File: config.mk
export PLATFORM = sky130hd
export DESIGN_NAME = ppc_port_a
export DESIGN_NICKNAME = d
export VERILOG_FILES = /design/src/ppc_pin_drive.v /design/src/ppc_wake_detect.v /design/src/ppc_port_a.v
export VERILOG_INCLUDE_DIRS = /design/src /design/src/shared
export SDC_FILE = /design/constraint.sdc
export NUM_CORES = 1
export LEC_CHECK = 0
export ABC_AREA = 1
export ABC_CLOCK_PERIOD_IN_PS = 1600
export BUFFER_PORTS_ARGS = -buffer_cell sky130_fd_sc_hd__buf_2
export CORE_MARGIN = 4
export CORE_UTILIZATION = 55
export DETAILED_ROUTE_END_ITERATION = 10
export PLACE_DENSITY = 0.77
export SLEW_MARGIN = 20
export SYNTH_ARGS = -nofsm -noshare
export SYNTH_HDL_FRONTEND = slang
export SYNTH_SLANG_ARGS = --single-unit
File: constraint.sdc
create_clock -name sys_clk_i -period 1.6 [get_ports sys_clk_i]
set_input_delay 0.32 -clock sys_clk_i [delete_from_list [all_inputs] [get_ports sys_clk_i]]
set_output_delay 0.32 -clock sys_clk_i [all_outputs]
set_load 0.05 [all_outputs]
File: src/shared/ppc_consts.vh
// constants for the port pin configuration block
// assumes an 8-bit port with indexed sub-registers behind an address/control pair
`ifndef PPC_CONSTS_VH
`define PPC_CONSTS_VH
`define PPC_IDX_OUT_CTRL   8'h03
`define PPC_IDX_HIGH_DRIVE 8'h04
`define PPC_IDX_WAKE_SRC   8'h05
`define PPC_IDX_ALT_FUNC   8'h02
`define PPC_IDX_DATA_DIR   8'h01
`define PPC_RST_DATA_DIR   8'hFF
`define PPC_RST_SUBREG     8'h00
`define PPC_RST_INDEX      8'h00
`endif

File: src/ppc_pin_drive.v
// per-pin output driver: data, direction, alternate function, open drain
// assumes alternate-function values come from the peripherals already resolved
module ppc_pin_drive (
  // configuration
  input  wire alt_en_i,
  input  wire dir_in_i,
  input  wire open_drain_i,
  // data
  input  wire pin_output_value_i,
  input  wire alt_out_i,
  input  wire alt_oe_i,
  // pin
  output reg  pad_out_o,
  output reg  pad_oe_o
);
  reg val;
  reg drv;
  always @* begin
    if (alt_en_i) begin
      val = alt_out_i;
      drv = alt_oe_i;
    end else begin
      val = pin_output_value_i;
      drv = ~dir_in_i;
    end
    pad_out_o = val;
    // open drain releases a high level
    pad_oe_o = drv & ~(open_drain_i & val);
  end
endmodule

File: src/ppc_wake_detect.v
// transition detector for stop-mode recovery on enabled pins
// assumes pin inputs are synchronous to the clock
module ppc_wake_detect (
  // clock and reset
  input  wire       sys_clk_i,
  input  wire       reset_n_i,
  // control
  input  wire       stop_mode_i,
  input  wire [7:0] enable_i,
  input  wire [7:0] pin_i,
  // result
  output reg        wake_o
);
  reg [7:0] last;
  always @(posedge sys_clk_i or negedge reset_n_i) begin
    if (!reset_n_i) begin
      last   <= 8'h00;
      wake_o <= 1'b0;
    end else begin
      last   <= pin_i;
      wake_o <= stop_mode_i & (|((last ^ pin_i) & enable_i));
    end
  end
endmodule

File: src/ppc_port_a.v
// first-port configuration: indexed sub-registers, fixed alternate map, pin drive
// assumes a byte-wide register strobe interface from the core, synchronous pins
`include "ppc_consts.vh"
module ppc_port_a (
  // clock and reset
  input  wire       sys_clk_i,
  input  wire       reset_n_i,
  // register access
  input  wire       addr_wr_i,
  input  wire       ctrl_wr_i,
  input  wire       out_wr_i,
  input  wire [7:0] wdata_i,
  output reg  [7:0] addr_rdata_o,
  output reg  [7:0] ctrl_rdata_o,
  output reg  [7:0] out_rdata_o,
  // timer a
  input  wire       timer_a_output_i,
  input  wire       timer_a_compl_i,
  input  wire       timer_a_in_mode_i,
  output reg        timer_a_input_o,
  // timer b
  input  wire       timer_b_output_i,
  input  wire       timer_b_compl_i,
  input  wire       timer_b_in_mode_i,
  output reg        timer_b_input_o,
  // uart
  input  wire       uart_driver_enable_i,
  input  wire       uart_transmit_i,
  output reg        uart_clear_to_send_o,
  output reg        uart_receive_o,
  // stop mode
  input  wire       stop_mode_i,
  output reg        stop_recover_o,
  // pins
  input  wire [7:0] pad_in_i,
  output reg  [7:0] pad_out_o,
  output reg  [7:0] pad_oe_o,
  output reg  [7:0] pad_high_drive_o
);
  reg  [7:0] port_index;
  reg  [7:0] data_dir;
  reg  [7:0] alt_func_en;
  reg  [7:0] out_ctrl;
  reg  [7:0] port_high_drive_enable;
  reg  [7:0] port_wake_source_enable;
  reg  [7:0] pin_output_value;
  reg  [7:0] alt_out;
  reg  [7:0] alt_oe;
  reg  [7:0] next_ctrl_rdata;
  wire [7:0] next_pad_out;
  wire [7:0] next_pad_oe;
  wire       wake;

  function sel;
    input [7:0] idx;
    input [7:0] want;
    begin
      sel = (idx == want);
    end
  endfunction

  // register writes; control access goes to the held index
  always @(posedge sys_clk_i or negedge reset_n_i) begin
    if (!reset_n_i) begin
      port_index              <= `PPC_RST_INDEX;
      data_dir                <= `PPC_RST_DATA_DIR;
      alt_func_en             <= `PPC_RST_SUBREG;
      out_ctrl                <= `PPC_RST_SUBREG;
      port_high_drive_enable  <= `PPC_RST_SUBREG;
      port_wake_source_enable <= `PPC_RST_SUBREG;
      pin_output_value        <= `PPC_RST_SUBREG;
    end else begin
      if (addr_wr_i)
        port_index <= wdata_i;
      if (out_wr_i)
        pin_output_value <= wdata_i;
      if (ctrl_wr_i) begin
        if (sel(port_index, `PPC_IDX_DATA_DIR))
          data_dir <= wdata_i;
        if (sel(port_index, `PPC_IDX_ALT_FUNC))
          alt_func_en <= wdata_i;
        if (sel(port_index, `PPC_IDX_OUT_CTRL))
          out_ctrl <= wdata_i;
        if (sel(port_index, `PPC_IDX_HIGH_DRIVE))
          port_high_drive_enable <= wdata_i;
        if (sel(port_index, `PPC_IDX_WAKE_SRC))
          port_wake_source_enable <= wdata_i;
      end
    end
  end

  // read mux for control register; unmapped indices read zero
  always @* begin
    case (port_index)
      `PPC_IDX_DATA_DIR:   next_ctrl_rdata = data_dir;
      `PPC_IDX_ALT_FUNC:   next_ctrl_rdata = alt_func_en;
      `PPC_IDX_OUT_CTRL:   next_ctrl_rdata = out_ctrl;
      `PPC_IDX_HIGH_DRIVE: next_ctrl_rdata = port_high_drive_enable;
      `PPC_IDX_WAKE_SRC:   next_ctrl_rdata = port_wake_source_enable;
      default:             next_ctrl_rdata = 8'h00;
    endcase
  end

  // fixed alternate map, single function per pin, no set selection
  always @* begin
    alt_out = 8'h00;
    alt_oe  = 8'h00;
    // pin 0: timer a input or complement output
    alt_out[0] = timer_a_compl_i;
    alt_oe[0]  = ~timer_a_in_mode_i;
    alt_out[1] = timer_a_output_i;
    alt_oe[1]  = 1'b1;
    alt_out[2] = uart_driver_enable_i;
    alt_oe[2]  = 1'b1;
    alt_out[5] = uart_transmit_i;
    alt_oe[5]  = 1'b1;
    // pin 6: timer b input or complement output
    alt_out[6] = timer_b_compl_i;
    alt_oe[6]  = ~timer_b_in_mode_i;
    alt_out[7] = timer_b_output_i;
    alt_oe[7]  = 1'b1;
  end

  genvar g;
  generate
    for (g = 0; g < 8; g = g + 1) begin : pin
      ppc_pin_drive u_drv (
        .alt_en_i           (alt_func_en[g]),
        .dir_in_i           (data_dir[g]),
        .open_drain_i       (out_ctrl[g]),
        .pin_output_value_i (pin_output_value[g]),
        .alt_out_i          (alt_out[g]),
        .alt_oe_i           (alt_oe[g]),
        .pad_out_o          (next_pad_out[g]),
        .pad_oe_o           (next_pad_oe[g])
      );
    end
  endgenerate

  ppc_wake_detect u_wake (
    .sys_clk_i   (sys_clk_i),
    .reset_n_i   (reset_n_i),
    .stop_mode_i (stop_mode_i),
    .enable_i    (port_wake_source_enable),
    .pin_i       (pad_in_i),
    .wake_o      (wake)
  );

  // registered outputs
  always @(posedge sys_clk_i or negedge reset_n_i) begin
    if (!reset_n_i) begin
      addr_rdata_o         <= 8'h00;
      ctrl_rdata_o         <= 8'h00;
      out_rdata_o          <= 8'h00;
      pad_out_o            <= 8'h00;
      pad_oe_o             <= 8'h00;
      pad_high_drive_o     <= 8'h00;
      timer_a_input_o      <= 1'b0;
      timer_b_input_o      <= 1'b0;
      uart_clear_to_send_o <= 1'b0;
      uart_receive_o       <= 1'b0;
      stop_recover_o       <= 1'b0;
    end else begin
      addr_rdata_o         <= port_index;
      ctrl_rdata_o         <= next_ctrl_rdata;
      out_rdata_o          <= pin_output_value;
      pad_out_o            <= next_pad_out;
      pad_oe_o             <= next_pad_oe;
      pad_high_drive_o     <= port_high_drive_enable;
      timer_a_input_o      <= alt_func_en[0] & timer_a_in_mode_i & pad_in_i[0];
      timer_b_input_o      <= alt_func_en[6] & timer_b_in_mode_i & pad_in_i[6];
      uart_clear_to_send_o <= alt_func_en[3] & pad_in_i[3];
      uart_receive_o       <= ~alt_func_en[4] | pad_in_i[4];
      stop_recover_o       <= wake;
    end
  end
endmodule

Word level (Yosys, flattened, before mapping)
Cells that the tools add are included.
{"block": "op_classes", "bitwise_logic": 44, "n_mux": 17, "n_eq_ne": 5, "reduce_logical": 6}
{"cell": "$pmux W8 S5", "n": 1}
{"cell": "$and A1 B1 Y1", "n": 22}
{"cell": "$not A1 Y1", "n": 19}
{"cell": "$eq A8 B2 Y1 const B", "n": 2}
{"cell": "$eq A8 B3 Y1 const B", "n": 2}
{"cell": "$mux W1", "n": 16}
{"cell": "$reduce_and A2 Y1", "n": 5}
{"cell": "$and A8 B8 Y8", "n": 1}
{"cell": "$eq A8 B1 Y1 const B", "n": 1}
{"cell": "$reduce_or A8 Y1", "n": 1}
{"cell": "$xor A8 B8 Y8", "n": 1}
{"cell": "$or A1 B1 Y1", "n": 1}
{"block": "word_totals", "elab_cells": 92, "in_bits": 30, "out_inout_bits": 53, "regBits": 118}

Longest topological paths before layout
{"block": "depth", "ltp_word": 4, "ltp_mapped": 9, "ltp_nobuf": 9}

Cells and area by module
A second synthesis with hierarchy kept.
{"block": "hier_totals", "cells_unflattened": 510, "area_unflattened_um2": 4919.7}
{"mod": "ppc_port_a", "cells_per_inst": 381, "seq_area_each_um2": 2737.6, "instances": 1, "area_each_um2": 4152.7}
{"mod": "ppc_wake_detect", "cells_per_inst": 57, "seq_area_each_um2": 225.2, "instances": 1, "area_each_um2": 416.6}
{"mod": "ppc_pin_drive", "cells_per_inst": 9, "seq_area_each_um2": 0.0, "instances": 8, "area_each_um2": 43.8}

Least setup slack after synthesis
No wires, ideal clock.
{"block": "synth_timing", "path_kind": "reg2reg", "startpoint": "reg port_index[5]", "endpoint": "reg data_dir[6]", "synth_period_minus_slack_ps": 1327, "path_slack_ps": 273, "path_stages_with_launch": 10, "n_path_buf": 1, "t_required_ps": 1523, "t_arrival_ps": 1249, "cell_sequence": "dfrtp_1 nor2_2 nand2_2 nor2_8 inv_4 nor2_8 nand2_4 buf_6 nand2_2 o21ai_2"}
{"block": "synth_between", "elab_chain_len": 2}
{"element": "start: declaration", "line": "ppc_port_a.v:40", "rtl": "reg [7:0] port_index;"}
{"element": "start signal: assignment", "line": "ppc_port_a.v:65", "rtl": "port_index <= `PPC_RST_INDEX;"}
{"element": "start signal: assignment", "line": "ppc_port_a.v:74", "rtl": "port_index <= wdata_i;"}
{"element": "$eq A8 B1 Y1", "line": "ppc_port_a.v:58", "rtl": "sel = (idx == want);"}
{"element": "$reduce_and A2 Y1 (no line)"}
{"element": "end signal: assignment", "line": "ppc_port_a.v:66", "rtl": "data_dir <= `PPC_RST_DATA_DIR;"}
{"element": "end signal: assignment", "line": "ppc_port_a.v:79", "rtl": "data_dir <= wdata_i;"}
{"element": "end: declaration", "line": "ppc_port_a.v:41", "rtl": "reg [7:0] data_dir;"}
Every way passes these cells.
A chain may end at the register's enable or synchronous reset.

Final worst setup path
{"block": "layout_timing", "startpoint": "reg port_index[3]", "endpoint": "reg port_high_drive_enable[1]"}
{"block": "layout_between", "elab_chain_len": 2}
{"element": "$eq A8 B3 Y1", "line": "ppc_port_a.v:58"}
{"element": "$reduce_and A2 Y1 (no line)"}
{"element": "end signal: assignment", "line": "ppc_port_a.v:69", "rtl": "port_high_drive_enable <= `PPC_RST_SUBREG;"}
{"element": "end signal: assignment", "line": "ppc_port_a.v:85", "rtl": "port_high_drive_enable <= wdata_i;"}
{"element": "end: declaration", "line": "ppc_port_a.v:44", "rtl": "reg [7:0] port_high_drive_enable;"}
Every way passes these cells.

==> flow_summary.yaml <==
synthesis:
  syn_inst: 445
  synth.ff_latch_count: 118
  syn_area_sq_um: 4550
  synth.yosys.warnings: 0
  syn-num-nets: 475
  syn_avg_cell_area_sq_um: 10.2
  ys_types: 26
  ys_seq_area_share_pct: 65.2
worst_setup_path:
  max_stage_delay_ns: 0.41
  crit_required_ns: 2.03
  start_kind: "flip-flop"
  path_buf_inv: 2
  arrival_ns: 2.01
  worstSetupPathType: "flip-flop to flip-flop"
  crit_fanout: 9
  cp_slowest_cell: "dfrtp_1"
  worstSetupEndpointType: "flip-flop"
  crit_chain: "inv_1, nand2_1, nor2_4, nand2_4, nor2_4, buf_4, nor2_1, a21oi_1"
  critPathTopFamily: "simple AND/OR/NAND/NOR gates"
  path_common_cell: "nor2_4"
final_layout:
  syn_to_final_growth_pct: 28.6
  layout.nets: 589
  drive_gt1_share_pct: 29.7
  seqCellArea_sq_um: 2960
  fill_cells: 523
  diodes: 0
  multiInputGateArea_sq_um: 1310
cts:
  cts_tree: "done"
  clockBufferDepth: 2
  cts_buffers: 17
  cts_sinks: 118
  clock_latency_ns: 0.51
  cts_root_buffer: "clkbuf_8"
  cts.htree.levels: 4
  path_clk_slew_ns: 0.06
run_status:
  outcome: "finished, final reports clean"
global_route:
  grt_pass1_wl_mm: 18.4
  grt_pass1_vias: 3642
  globalRouteMet3Util_pct: 7.29
  grt_max_degree: 54
  grt-ovfl-total: 0
  antenna_found_initial: 0
  groute.layer.met2.usage_pct: 39.9
  grt_busiest_layer: "met2"
  met1_usage_pct: 31.2
  grt_usage_pct: 24.5
floorplan:
  initial_core_util_pct: 57.6
  num_rows: 32
  num_io_pins: 83
  coreArea_sq_um: 7890
  die_area_sq_um: 9790
  die_w_um: 98.9
  die_y_um: 98.9
timing:
  max_freq_ghz: 0.632
  slew_headroom_pct: 79.1
  rsz0062_at_grt: "yes"
  fin_crit_sh_pct: 98.9
  hold_slack_ns: 0.0583
  fin_setup_tns_ns: 0
  slew_viol_final: 0
  post-route-min-period_ns: 1.58
  tightest_slew_ns: 0.313
  setup_violations: 0
  hold_viol: 0
  skew_ns: 0.00530
routing:
  wl_per_cell_um: 16.9
  drcViolationCount: 0
  vias: 3621
  antenna_left: 0
  drtPass1Iterations: 5
  routed_wl_mm: 11.4
  vias_per_cell: 5.37
  first_iter_violations: 198
pwr:
  pwr_density_cell_nw_per_um2: 1370
  leakagePower_nw: 2.96
  irDropWorstVdd_mv: 0.800
placement:
  io_buffers: 82
  place_congestion: 0.998
  hpwl_mm: 7.24
job:
  cap_viol_max_count: 0
hold_path:
  min_path_type: "input port to flip-flop"
==> worst paths after layout <==
path	start	endpoint	slack (ns)	cells past startpoint
worst max-delay path	port_index[3]	port_high_drive_enable[1]	0.02	8
worst min-delay path	stop_mode_i	u_wake.wake_o	0.06	2
worst max register to register	port_index[3]	port_high_drive_enable[1]	0.02	8
worst min register to register	u_wake.wake_o	stop_recover_o	0.35	0
max in group asynchronous	reset_n_i	data_dir[6]	0.74	3
min in group asynchronous	reset_n_i	out_rdata_o[5]	0.25	2
==> cell usage in the layout (no fill, tap or decap), drive strengths merged <==
cell         instances
a22oi                4
a21boi               1
nor2                43
bufinv               2
clkinvlp             2
buf                 94
o21ai               64
nand2               99
o22ai                1
clkinv               5
dfstp                8
inv                 58
xor2                 1
dfrtp              110
or2                  6
nand3               30
a21oi               12
clkbuf              23
dlygate4sd3          9
==> state kept, by name, indices dropped and copies added, names as in the netlist, 8 cells and up <==
| signal | count |
|---|---|
| port_high_drive_enable | 8 |
| out_ctrl | 8 |
| port_index | 8 |
| out_rdata_o | 8 |
| pad_high_drive_o | 8 |
| u_wake.last | 8 |
| addr_rdata_o | 8 |
| pad_oe_o | 8 |
| pad_out_o | 8 |
| ctrl_rdata_o | 8 |
| alt_func_en | 8 |
| pin_output_value | 8 |
| port_wake_source_enable | 8 |
| data_dir | 8 |
==> cell usage after synthesis <==
master / n / area [sq um]
a21boi_0: 1 / 7.51
a21oi_1: 12 / 60.1
a22oi_1: 4 / 30.0
buf_2: 2 / 10.0
buf_6: 4 / 45.0
clkbuf_1: 2 / 7.51
dfrtp_1: 110 / 2750
dfstp_2: 8 / 210
inv_1: 55 / 206
inv_2: 2 / 7.51
inv_4: 1 / 6.26
nand2_1: 90 / 338
nand2_2: 7 / 43.8
nand2_4: 2 / 22.5
nand3_1: 29 / 145
nand3_2: 1 / 10.0
nor2_1: 33 / 124
nor2_2: 4 / 25.0
nor2_4: 4 / 45.0
nor2_8: 2 / 40.0
o21ai_0: 52 / 260
o21ai_1: 2 / 10.0
o21ai_2: 10 / 87.6
o22ai_1: 1 / 6.26
or2_2: 6 / 37.5
xor2_1: 1 / 8.76
==> worst reg2reg max path, cell delays in order, from the launching register on <==
cell and delay, ns:
dfrtp_1 0.41, inv_1 0.13, nand2_1 0.15, nor2_4 0.18, nand2_4 0.11, nor2_4 0.16, buf_4 0.16, nor2_1 0.07
a21oi_1 0.14
==> report_power, final <==
group          internal [W]  leakage, nW  total [W]  switching [W]
logic              0.000240         1.28    0.00102       0.000780
registers           0.00325         1.41    0.00339       0.000148
clock network       0.00232        0.278    0.00361        0.00129
==> metal layers <==
metal	share of wire (%)	vias to the layer above
met5	0	-
li1	-	1647
met3	7.3	33
met4	3.0	0
met2	50	171
met1	39	1770
==> cell families (layout without fill, tap and decap cells) <==
logic type,after synthesis,after routing,share of synthesized area [%]
XOR/XNOR,1,1,0.193
buffers and inverters,66,193,6.22
AND/OR/NAND/NOR,178,178,18.3
AO/OA/AOI/OAI,82,82,10.2
flip-flops,118,118,65.2
==> repair_timing <==
action	4_1_cts	5_1_grt
setup buffers	2	3
setup endpoints to repair	1	18
hold buffers	9	0
gates resized for setup	0	4
pin swaps	1	2
hold endpoints to repair	27	0
==> area by class of cell <==
type / count / area share [%]
timing repair buffer: 103 / 11.2
multi-input combinational: 261 / 22.4
sequential: 118 / 50.7
inverter: 58 / 3.81
clock inverter: 9 / 1.71
clock buffer: 23 / 7.98
tap: 102 / 2.18
==> per-stage QoR <==
stage	area (sq um)	setup slack [ns]	std cells	power, W	utilization (%)
global route	5850	-0.0544	674	0.00832	74.1
floorplan	4550	0.273	445	0.00406	-
global placement	5100	0.0918	628	0.00439	64.7
detailed placement	5100	0.0226	628	0.00442	64.7
CTS	5790	0.0131	671	0.00805	73.4
finish	5850	0.0169	674	0.00803	74.1
No activity file was read; power rests on OpenSTA's default activity.
